[src/cmit_regs.vh]
// register offsets, fields, reset values and timing counts of the interval timer
`ifndef CMIT_REGS_VH
`define CMIT_REGS_VH
// register offsets (byte addresses, one word each)
`define CMIT_OFF_START 8'h00
`define CMIT_OFF_CSR 8'h04
`define CMIT_OFF_CNT 8'h08
`define CMIT_OFF_CONST 8'h0C
`define CMIT_OFF_WDCNT 8'h10
`define CMIT_OFF_IRQ_STAT 8'h14
`define CMIT_OFF_IRQ_EN 8'h18
`define CMIT_OFF_IRQ_CLR 8'h1C
`define CMIT_OFF_WDCTL 8'h20
// control/status fields
`define CMIT_CSR_CKS_LO 0
`define CMIT_CSR_CKS_HI 1
`define CMIT_CSR_IE 6
`define CMIT_CSR_FLAG 7
// start register field
`define CMIT_START_BIT 0
// watchdog control fields
`define CMIT_WD_EN 0
`define CMIT_WD_OVF 1
// interrupt status bits
`define CMIT_IRQ_MATCH 0
`define CMIT_IRQ_WDOVF 1
// clock select codes
`define CMIT_CKS_DIV4 2'h1
// divider ratios per select code
`define CMIT_DIV_SEL0 8'h08
`define CMIT_DIV_SEL1 8'h04
`define CMIT_DIV_SEL2 8'h20
`define CMIT_DIV_SEL3 8'h80
// reset values
`define CMIT_RST_CNT 16'h0000
`define CMIT_RST_CONST 16'hFFFF
`define CMIT_RST_WDCNT 8'h00
`define CMIT_RST_CKS 2'h0
`endif

[src/cmit_prescaler.v]
// prescaler producing one-cycle count enables from the system clock
`timescale 1ns/1ns
`default_nettype none
`include "cmit_regs.vh"
module cmit_prescaler (
    // clock and reset
    input wire CLK_IN,
    input wire RSTN_IN,
    // control
    input wire run_in,
    input wire [1:0] sel_in,
    // enable pulse
    output reg tick_out
);
    // free divider counter, cleared while stopped so first tick is a full period
    reg [7:0] div_r;
    // selected terminal count
    reg [7:0] ratio;

    // ratio lookup
    always @* begin
        case (sel_in)
            2'h0: ratio = `CMIT_DIV_SEL0;
            `CMIT_CKS_DIV4: ratio = `CMIT_DIV_SEL1;
            2'h2: ratio = `CMIT_DIV_SEL2;
            default: ratio = `CMIT_DIV_SEL3;
        endcase
    end

    // divider and tick
    always @(posedge CLK_IN or negedge RSTN_IN) begin
        if (!RSTN_IN) begin
            div_r <= 8'h00;
            tick_out <= 1'b0;
        end else if (!run_in) begin
            div_r <= 8'h00;
            tick_out <= 1'b0;
        end else if (div_r >= ratio - 8'h01) begin
            // terminal count reached
            div_r <= 8'h00;
            tick_out <= 1'b1;
        end else begin
            div_r <= div_r + 8'h01;
            tick_out <= 1'b0;
        end
    end
endmodule // cmit_prescaler
`default_nettype wire

[src/cmit_timer.v]
// compare match interval timer with register port and interrupt
//
// Operation
// - status register: flag, irq enable, clock select
// - started counter increments on selected clock
// - match clears counter to zero
// - match sets the match flag
// - select 01 counts at clock over four
// - overflow or interrupt zeroes watchdog count
//
// Notes
// - the counter runs only on the internal prescaled tick
// - read data stand one cycle after the strobe, else zero
// - a match in the same cycle as a flag clear keeps the flag
// - a pending combined interrupt holds the watchdog count at zero
// - the first tick after a start comes one ratio plus one cycle late,
//   because the start bit itself is registered before the prescaler
// - the match request is an early copy of flag and enable, so the
//   outputs move in the same cycle as the register image
`timescale 1ns/1ns
`default_nettype none
`include "cmit_regs.vh"
module cmit_timer (
    // clock and reset
    input wire CLK_IN,
    input wire RSTN_IN,
    // register port
    input wire [7:0] ADDR_IN,
    input wire [31:0] WDATA_IN,
    input wire WR_IN,
    input wire RD_IN,
    output reg [31:0] RDATA_OUT,
    // watchdog overflow pin and interrupts
    // every output below comes straight from a flop
    output reg OVF_OUT,
    output reg MATCH_IRQ_OUT,
    output reg IRQ_OUT
);
    // count start bit
    reg count_start_bit_r;
    // clock select pair
    reg [1:0] clock_select_r;
    // match interrupt enable in control/status
    reg match_ie_r;
    // match flag, set by hardware, cleared by writing 0
    reg match_flag_r;
    // interval counter and constant
    reg [15:0] interval_counter_r;
    // constant resets to all ones, the longest interval
    reg [15:0] compare_constant_r;
    // watchdog count and its enable
    reg [7:0] watchdog_count_r;
    reg wd_en_r;
    // sticky event status and enable
    reg [1:0] irq_stat_r;
    reg [1:0] irq_en_r;
    // count tick, one cycle wide, from the prescaler
    wire tick;
    // decoded writes, exact address match only
    // start register
    wire wr_start = WR_IN && (ADDR_IN == `CMIT_OFF_START);
    // control/status and counter
    wire wr_csr = WR_IN && (ADDR_IN == `CMIT_OFF_CSR);
    wire wr_cnt = WR_IN && (ADDR_IN == `CMIT_OFF_CNT);
    // compare constant and watchdog count
    wire wr_const = WR_IN && (ADDR_IN == `CMIT_OFF_CONST);
    wire wr_wdcnt = WR_IN && (ADDR_IN == `CMIT_OFF_WDCNT);
    // interrupt enable and write-one clear
    wire wr_ien = WR_IN && (ADDR_IN == `CMIT_OFF_IRQ_EN);
    wire wr_iclr = WR_IN && (ADDR_IN == `CMIT_OFF_IRQ_CLR);
    // watchdog control
    wire wr_wdctl = WR_IN && (ADDR_IN == `CMIT_OFF_WDCTL);
    // match event: counter equals constant on a tick
    // compared only on a tick, so a stopped counter never matches
    wire match_ev = tick && (interval_counter_r == compare_constant_r);
    // watchdog overflow event
    // terminal count while enabled; the count then restarts at zero
    wire wd_ovf_ev = wd_en_r && (watchdog_count_r == 8'hFF);
    // events and level of the combined interrupt
    wire [1:0] events = {wd_ovf_ev, match_ev};
    // next status: clear first, a same-cycle event wins
    wire [1:0] stat_nxt = (irq_stat_r & ~({2{wr_iclr}} & WDATA_IN[1:0])) | events;
    // next enable, so a masking write drops the request at once
    wire [1:0] en_nxt = wr_ien ? WDATA_IN[1:0] : irq_en_r;
    // combined level of the next cycle
    wire irq_nxt = |(stat_nxt & en_nxt);
    // control/status read image: flag, enable, four zero bits, select
    wire [7:0] csr_val = {match_flag_r, match_ie_r, 4'h0, clock_select_r};

    // prescaled count enable
    // stopping clears the divider, so each start begins a full period
    cmit_prescaler u_pre (
        .CLK_IN(CLK_IN),
        .RSTN_IN(RSTN_IN),
        .run_in(count_start_bit_r),
        .sel_in(clock_select_r),
        .tick_out(tick)
    );

    // control, flag and counter registers
    // software writes land at the strobe edge; hardware events
    // are merged here so each register has one process
    always @(posedge CLK_IN or negedge RSTN_IN) begin
        if (!RSTN_IN) begin
            // stopped, select zero, constant at all ones
            count_start_bit_r <= 1'b0;
            clock_select_r <= `CMIT_RST_CKS;
            match_ie_r <= 1'b0;
            match_flag_r <= 1'b0;
            interval_counter_r <= `CMIT_RST_CNT;
            compare_constant_r <= `CMIT_RST_CONST;
        end else begin
            // start bit: stopping also resets the prescaler phase
            if (wr_start) begin
                count_start_bit_r <= WDATA_IN[`CMIT_START_BIT];
            end
            if (wr_csr) begin
                clock_select_r <= WDATA_IN[`CMIT_CSR_CKS_HI:`CMIT_CSR_CKS_LO];
                match_ie_r <= WDATA_IN[`CMIT_CSR_IE];
            end
            // set wins over clear
            // a match is never lost to a racing software clear
            if (match_ev) begin
                match_flag_r <= 1'b1;
            end else if (wr_csr && !WDATA_IN[`CMIT_CSR_FLAG]) begin
                // flag clears only by writing zero
                match_flag_r <= 1'b0;
            end
            // a new constant applies at the next tick compare
            if (wr_const) begin
                compare_constant_r <= WDATA_IN[15:0];
            end
            // counter: software write first, then match, then tick
            // a load while running restarts the interval from that value
            if (wr_cnt) begin
                interval_counter_r <= WDATA_IN[15:0];
            end else if (match_ev) begin
                interval_counter_r <= 16'h0000;
            end else if (tick) begin
                // increment on tick; holds when stopped
                interval_counter_r <= interval_counter_r + 16'h0001;
            end
        end
    end

    // watchdog count and overflow pin
    // the count free-runs while enabled; the pin pulses for one cycle
    always @(posedge CLK_IN or negedge RSTN_IN) begin
        if (!RSTN_IN) begin
            // stopped and cleared
            watchdog_count_r <= `CMIT_RST_WDCNT;
            wd_en_r <= 1'b0;
            OVF_OUT <= 1'b0;
        end else begin
            if (wr_wdctl) begin
                wd_en_r <= WDATA_IN[`CMIT_WD_EN];
            end
            // registered so the pin comes straight from a flop
            OVF_OUT <= wd_ovf_ev;
            // overflow or interrupt zeroes count
            // zeroing beats a software load in the same cycle
            if (wd_ovf_ev || irq_nxt) begin
                watchdog_count_r <= 8'h00;
            end else if (wr_wdcnt) begin
                watchdog_count_r <= WDATA_IN[7:0];
            end else if (wd_en_r) begin
                watchdog_count_r <= watchdog_count_r + 8'h01;
            end
        end
    end

    // sticky status, enables and interrupt outputs
    // both outputs follow next-state values, so they match the registers
    always @(posedge CLK_IN or negedge RSTN_IN) begin
        if (!RSTN_IN) begin
            irq_stat_r <= 2'h0;
            irq_en_r <= 2'h0;
            IRQ_OUT <= 1'b0;
            MATCH_IRQ_OUT <= 1'b0;
        end else begin
            // event set beats write-one clear
            irq_stat_r <= stat_nxt;
            // enables reload only on their own write
            if (wr_ien) begin
                irq_en_r <= WDATA_IN[1:0];
            end
            // combined level from next status and next enable
            IRQ_OUT <= irq_nxt;
            MATCH_IRQ_OUT <= (match_flag_r || match_ev) && (wr_csr ? WDATA_IN[`CMIT_CSR_IE] : match_ie_r)
                && !(wr_csr && !WDATA_IN[`CMIT_CSR_FLAG] && !match_ev);
        end
    end

    // read data, one cycle after the strobe, zero otherwise
    // a read has no side effect; status clears only through its clear register
    always @(posedge CLK_IN or negedge RSTN_IN) begin
        if (!RSTN_IN) begin
            RDATA_OUT <= 32'h00000000;
        end else if (RD_IN) begin
            case (ADDR_IN)
                `CMIT_OFF_START: RDATA_OUT <= {31'h00000000, count_start_bit_r};
                `CMIT_OFF_CSR: RDATA_OUT <= {24'h000000, csr_val};
                // counter read is the live value, not a snapshot
                `CMIT_OFF_CNT: RDATA_OUT <= {16'h0000, interval_counter_r};
                `CMIT_OFF_CONST: RDATA_OUT <= {16'h0000, compare_constant_r};
                `CMIT_OFF_WDCNT: RDATA_OUT <= {24'h000000, watchdog_count_r};
                `CMIT_OFF_IRQ_STAT: RDATA_OUT <= {30'h00000000, irq_stat_r};
                `CMIT_OFF_IRQ_EN: RDATA_OUT <= {30'h00000000, irq_en_r};
                `CMIT_OFF_WDCTL: RDATA_OUT <= {31'h00000000, wd_en_r};
                // unmapped and write-only read zero
                default: RDATA_OUT <= 32'h00000000;
            endcase
        end else begin
            // bus idle: zero, so the data stand only in the answer cycle
            RDATA_OUT <= 32'h00000000;
        end
    end
endmodule // cmit_timer
`default_nettype wire

[config.mk]
export PLATFORM = sky130hd
export DESIGN_NAME = cmit_timer
export DESIGN_NICKNAME = d
export VERILOG_FILES = /design/src/cmit_prescaler.v /design/src/cmit_timer.v
export VERILOG_INCLUDE_DIRS = /design/src /design/src/src
export SDC_FILE = /design/constraint.sdc
export NUM_CORES = 1
export LEC_CHECK = 0
export BUFFER_PORTS_ARGS = -buffer_cell sky130_fd_sc_hd__buf_2
export CORE_UTILIZATION = 23
export CTS_CLUSTER_SIZE = 20
export DETAILED_ROUTE_END_ITERATION = 12
export PLACE_DENSITY = 0.44
export SYNTH_ARGS = -nofsm -noshare
export SYNTH_HDL_FRONTEND = slang
export SYNTH_SLANG_ARGS = --single-unit
export TNS_END_PERCENT = 30
[constraint.sdc]
create_clock -name CLK_IN -period 2.16 [get_ports CLK_IN]
set_input_delay 0.216 -clock CLK_IN [delete_from_list [all_inputs] [get_ports CLK_IN]]
set_output_delay 0.216 -clock CLK_IN [all_outputs]
set_load 0.005 [all_outputs]
==> results of run 1 <==
-- synth_stat cells (6+ instances only) --
cell type  number  area (sq um)
nor3_1          7         35.03
nand3_1        16         80.08
and3_1          9         56.30
a22oi_1        13         97.59
mux2_1         11         123.9
o21ai_1        12         60.06
nand4_1        11         68.82
buf_2           6         30.03
o21ai_0        11         55.05
mux2_2         12         135.1
dfrtp_1        62          1551
xor2_1         14         122.6
xnor2_1        25         219.0
ha_1            9         112.6
inv_1          10         37.54
a21oi_1         8         40.04
nand2_1        47         176.4
a31oi_1         7         43.79
nor2_1         36         135.1
clkbuf_1        9         33.78
dfstp_2        16         420.4
buf_4          16         120.1
-- area by class of cell --
| class | count | area [sq um] |
|---|---|---|
| clock buffer | 15 | 257.7 |
| clock inverter | 1 | 5.005 |
| fill | 1902 | 12960 |
| inverter | 10 | 37.54 |
| multi-input combinational | 318 | 2138 |
| sequential | 78 | 1972 |
| tap | 229 | 286.5 |
| timing repair buffer | 70 | 427.9 |
-- per-layer routing --
metal	GRT usage	routed length, microns	vias to the layer above
met1	0.1691	5405	1641
met2	0.2071	5382	89
li1	-	-	1594
met5	0	0	-
met4	0.05086	225	0
met3	0.03048	573	15
-- worst paths after layout --
check	start	endpoint	slack [ns]	depth (start not counted)
worst min-delay path	WDATA_IN[10]	interval_counter_r[10]	0.10	3
min in group asynchronous	RSTN_IN	RDATA_OUT[14]	0.39	2
worst max register to register	compare_constant_r[0]	watchdog_count_r[4]	0.11	7
max in group asynchronous	RSTN_IN	compare_constant_r[1]	1.11	3
worst max-delay path	compare_constant_r[0]	watchdog_count_r[4]	0.11	7
worst min register to register	u_pre.div_r[0]	u_pre.div_r[0]	0.52	1
-- power breakdown --
part / switching (mW) / internal (mW) / total (mW)
registers: 0.141 / 1.58 / 1.72
clock network: 0.580 / 0.810 / 1.39
logic: 0.236 / 0.196 / 0.432
total: 0.958 / 2.58 / 3.54
-- sequential cells by signal, summed over array words and instances, names as in the netlist, 2 cells and up --
signal              flops
RDATA_OUT              16
clock_select_r          2
irq_stat_r              2
watchdog_count_r        8
irq_en_r                2
u_pre.div_r             8
interval_counter_r     16
compare_constant_r     16
-- worst max-delay path, stage by stage (launching register included) --
cell and delay, ns:
dfstp_2 0.56, xnor2_1 0.18, nand4_1 0.15, nor4_2 0.37
buf_4 0.18, a21boi_1 0.10, a2bb2o_4 0.32, nor3_2 0.06
-- logic make-up after synthesis --
family	after synthesis
buf+inv	42
compound gates	70
other cells	2
simple gates	156
fa+ha+maj	9
flops	78
xor+xnor	39
mux	27
-- timing repair --
action / CTS / global route
setup endpoints to repair: 0 / 14
buffers inserted: 0 / 0
endpoints found under the hold margin: 24 / 0
hold buffers: 1 / 0
gates resized for setup: 0 / 2
-- metrics by stage --
step                      cells  instance area [sq um]
final                       721                   5125
after floorplan             438                   4334
after global placement      704                   4843
after CTS                   721                   5116
after global routing        721                   5125
after detailed placement    704                   4843
==> flow_metrics.env, run 1 <==
export IMPL_drv_cap=0
export IMPL_synthFlopType="dfrtp_1"
export IMPL_overflow=0
export IMPL_end_kind="flop"
export IMPL_finalSetupTns_ns=0
export IMPL_grt_first_pass_wirelength_microns=19100
export IMPL_drive_above_1_share=0.2500
export IMPL_slew_viol_final=0
export IMPL_cp_data_arrival_time_ns=2.27
export IMPL_syn_area_sq_mm=0.004278
export IMPL_hpwl_microns=8601
export IMPL_layout_commonest_cell="dfrtp_1"
export IMPL_ys_async_sr_fraction=1.000
export IMPL_synth_cell_types=51
export IMPL_synth_adder_area_share=0.02632
export IMPL_path_max_fanout=9
export IMPL_maxSlewHeadroom=0.4659
export IMPL_synthMuxAreaShare=0.07107
export IMPL_pin_count=79
export IMPL_hold_viol=0
export IMPL_antenna_found_initial=0
export IMPL_clk_latency_ns=0.34
export IMPL_synth_compound_area_frac=0.1097
export IMPL_hold_class="in2reg"
export IMPL_post_route_min_period_ns=2.053
export IMPL_cts_buffers=9
export IMPL_clock_fmax_ghz=0.4871
export IMPL_htreeDepth=3
export IMPL_n_antenna_cell=0
export IMPL_dr_first_iter_drc_count=213
export IMPL_setup_viol=0
export IMPL_synth_edf_count=0
export IMPL_period_share=0.9505
export IMPL_ys_ff_latch=78
export IMPL_worst_pin_slew_ns=0.7975
export IMPL_synth_xor_area_share=0.07985
export IMPL_drc=6
export IMPL_final_cell_mix="dfrtp_1, nand2_1, buf_2, nor2_1, xnor2_1"
export IMPL_clk_pin_slew_ns=0.06
export IMPL_grt_pass1_vias=3479
export IMPL_first_pass_iters=9
export IMPL_clk_path_buf_depth=2
export IMPL_synthSimpleGateAreaFrac=0.1960
export IMPL_initial_core_util=0.2365
export IMPL_rsz0062_at_grt="no"
export IMPL_die_area_sq_mm=0.01915
export IMPL_fin_nets=540
export IMPL_clockRootBuffer="clkbuf_16"
export IMPL_num_rows=49
export IMPL_final_antenna_net_count=0
export IMPL_syn_inst=423
export IMPL_worst_slack_ns=0.1070
export IMPL_routabilityCongestion=0.8281
export IMPL_start_kind="flop"
export IMPL_grt_max_degree=44
export IMPL_grt_total_usage=0.1297
export IMPL_dp_slack_ns=0.06798
export IMPL_die_w_microns=138.4
export IMPL_syn_to_final_growth_pct=19.80
export IMPL_core_area_sq_mm=0.01809
export IMPL_vias=3339
export IMPL_synth_warnings=0
export IMPL_clock_sinks=78
export IMPL_wirelength_microns=11590
export IMPL_vias_per_cell=4.631
export IMPL_violations="design-rule violations"
export IMPL_ir_worst_vdd_v=0.0003617
export IMPL_syn_area_per_cell_sq_um=10.11
export IMPL_hold_worst_slack_ns=0.1017
export IMPL_power_density_mw_per_mm2=690.6
export IMPL_power_mw=3.539
export IMPL_postLayoutCoreUtil=0.2834
export IMPL_outcome="finished with violations"
export IMPL_synth_top_family_by_area="simple AND/OR/NAND/NOR gates"
export IMPL_p_leak_nw=2.272
export IMPL_ys_seq_area_frac=0.4610
export IMPL_cts_tree="done"
export IMPL_die_y_microns=138.4
export IMPL_skew_ns=0.004119
export IMPL_portBuffers=46
export IMPL_cp_required_ns=2.38
export IMPL_wire_per_inst_microns=16.07
export IMPL_crit_type="reg2reg"
No activity file was read; power rests on OpenSTA's default activity.
==> inputs of run 2 (changes only) <==
Settings changed: ABC_AREA set to 1, PLACE_DENSITY 0.44 to 0.43.
==> flow_metrics.env, run 2 <==
export IMPL_fin_nets=714
export IMPL_outcome="finished clean"
export IMPL_die_w_microns=144.5
export IMPL_initial_core_util=0.2375
export IMPL_synth_edf_count=0
export IMPL_use_met3=0.02583
export IMPL_grt_total_usage=0.1350
export IMPL_clockRootBuffer="clkbuf_16"
export IMPL_ys_seq_area_frac=0.4224
export IMPL_grtUsageMet2=0.2153
export IMPL_pin_count=79
export IMPL_cpMaxStageDelayCell="dfstp_2"
export IMPL_rsz0062_at_grt="no"
export IMPL_overflow=0
export IMPL_drc=0
export IMPL_cp_required_ns=2.39
export IMPL_first_pass_iters=6
export IMPL_ir_worst_vdd_v=0.0003770
export IMPL_die_y_microns=144.5
export IMPL_grt_max_degree=46
export IMPL_min_path_cells=3
export IMPL_power_density_mw_per_mm2=685.8
export IMPL_vias=3941
export IMPL_cp_common_cell="nand2_1"
export IMPL_core_area_sq_mm=0.01965
export IMPL_syn_area_sq_mm=0.004668
export IMPL_cpPeakStageDelay_ns=0.56
export IMPL_antenna_found_initial=0
export IMPL_grt_use_met1=0.1826
export IMPL_ys_ff_latch=78
export IMPL_syn_area_per_cell_sq_um=7.716
export IMPL_clk_pin_slew_ns=0.07
export IMPL_multi_input_area_sq_mm=0.002236
export IMPL_postLayoutCoreUtil=0.2825
export IMPL_slew_viol_final=0
export IMPL_clk_path_buf_depth=2
export IMPL_synth_area_leader_cell="dfrtp_1"
export IMPL_start_kind="flop"
export IMPL_ys_top_cells_by_area="dfrtp_1, nand2_1, dfstp_2, inv_1, nor2_1"
export IMPL_synth_warnings=0
export IMPL_synth_top_area_share=0.3324
export IMPL_synthFlopType="dfrtp_1"
export IMPL_grt_pass1_vias=3885
export IMPL_hold_viol=0
export IMPL_yosysMostFrequentCell="nand2_1"
export IMPL_hold_class="in2reg"
export IMPL_cts_buffers=9
export IMPL_largest_registers="RDATA_OUT (16), compare_constant_r (16), interval_counter_r (16)"
export IMPL_seqCellArea_sq_mm=0.001972
export IMPL_post_route_min_period_ns=1.895
export IMPL_portBuffers=46
export IMPL_n_antenna_cell=0
export IMPL_path_max_fanout=7
export IMPL_syn_inst=605
export IMPL_die_area_sq_mm=0.02087
export IMPL_routabilityCongestion=0.7971
export IMPL_period_share=0.8775
export IMPL_num_rows=51
export IMPL_cp_data_arrival_time_ns=2.13
export IMPL_vias_per_cell=4.233
export IMPL_final_cell_mix="nand2_1, inv_1, dfrtp_1, nor2_1, buf_2"
export IMPL_skew_ns=0.01455
export IMPL_synth_common_cells="nand2_1, inv_1, dfrtp_1"
export IMPL_rr_worst_depth=11
export IMPL_post_cts_repair_setup_buffers=0
export IMPL_clock_sinks=78
export IMPL_finalSetupTns_ns=0
export IMPL_final_antenna_net_count=0
export IMPL_fillers=2256
export IMPL_p_leak_nw=2.575
export IMPL_end_kind="flop"
export IMPL_htreeDepth=3
export IMPL_drive_above_1_share=0.1742
export IMPL_grt_first_pass_wirelength_microns=21190
export IMPL_layout_commonest_cell="nand2_1"
export IMPL_ys_async_sr_fraction=1.000
export IMPL_dr_first_iter_drc_count=175
export IMPL_hpwl_microns=9855
export IMPL_synth_cell_types=44
export IMPL_crit_chain="inv_1 > nand2_1 > nand2_1 > nor2_1 > nand2_1 > nor2_1 > nand3_1 > nand2_1 > nor2_1 > nand2_1 > nand2_1"
export IMPL_clk_latency_ns=0.35
export IMPL_drv_cap=0
export IMPL_setup_viol=0
export IMPL_wire_per_inst_microns=14.00
export IMPL_syn_to_final_growth_pct=18.95
export IMPL_crit_type="reg2reg"
export IMPL_grt_busiest_layer="met2"
export IMPL_clock_fmax_ghz=0.5276
export IMPL_cts_tree="done"
export IMPL_wirelength_microns=13040
run 2: cell count changes after synthesis, sizes merged, moves of 9 or more:
cell,previous run,this run
nand2,48,149
inv,10,87
nor2,36,67
a21oi,8,31
mux2,24,1
xnor2,25,6
o22ai,0,18
nand3,17,32
o21ai,23,37
a22oi,13,0
and3,9,0
run 2: logic make-up after synthesis:
family / Yosys count / synth area share
buffers and inverters: 115 / 0.1107
XOR/XNOR: 19 / 0.03565
other: 2 / 0.001609
AND/OR/NAND/NOR: 279 / 0.2782
flip-flops: 78 / 0.4224
multiplexers: 1 / 0.002412
AO/OA/AOI/OAI: 102 / 0.1249
adder cells (fa/ha/maj): 9 / 0.02412
run 2: metrics by stage:
stage / instance area (sq um) / power, mW / hold WS, ns / worst slack (ns) / std cells
2_1_floorplan: 4725 / 1.880 / -0.07959 / 0.7000 / 620
3_3_place_gp: 5194 / 2.024 / 0.2103 / 0.2517 / 914
3_5_place_dp: 5194 / 2.023 / 0.2140 / 0.2674 / 914
4_1_cts: 5553 / 3.862 / 0.1020 / 0.2453 / 931
5_1_grt: 5553 / 3.987 / 0.1190 / 0.07733 / 931
6_report: 5553 / 3.808 / 0.1068 / 0.2647 / 931
run 2: worst paths after layout:
kind / start / to / slack (ns)
worst max-delay path: compare_constant_r[3] / interval_counter_r[11] / 0.26
worst min-delay path: WDATA_IN[14] / compare_constant_r[14] / 0.11
worst max register to register: compare_constant_r[3] / interval_counter_r[11] / 0.26
worst min register to register: u_pre.div_r[0] / u_pre.div_r[0] / 0.48
max in group asynchronous: RSTN_IN / compare_constant_r[1] / 1.09
min in group asynchronous: RSTN_IN / RDATA_OUT[14] / 0.38
run 2: timing repair:
action / 4_1_cts / 5_1_grt
endpoints found under the hold margin: 25 / 0
gates resized for setup: 0 / 0
hold buffers: 1 / 0
run 2: critical path: cells and delay by family (launching register included):
family | cells | cell delay, ns
buffers and inverters | 1 | 0.04
DFF | 1 | 0.56
and+or+nand+nor | 10 | 1.17
run 2: metal layers:
layer  vias to the layer above  share of wire
li1                       2029              -
met1                      1848           0.51
met2                        50           0.45
met3                        14          0.026
met4                         0          0.015
met5                         -              0
run 2: final cells by class:
type / instances / share of cell area
clock buffer: 11 / 0.04371
timing repair buffer: 58 / 0.06084
inverter: 87 / 0.05881
sequential: 78 / 0.3551
tap: 265 / 0.05971
clock inverter: 5 / 0.01915
multi-input combinational: 427 / 0.4027
run 2: power breakdown:
| group | total (mW) | switching [mW] | internal (mW) | leakage, nW |
|---|---|---|---|---|
| clock | 1.82 | 0.654 | 1.16 | 0.166 |
| sequential | 1.60 | 0.0660 | 1.53 | 1.01 |
| combinational | 0.390 | 0.250 | 0.140 | 1.40 |
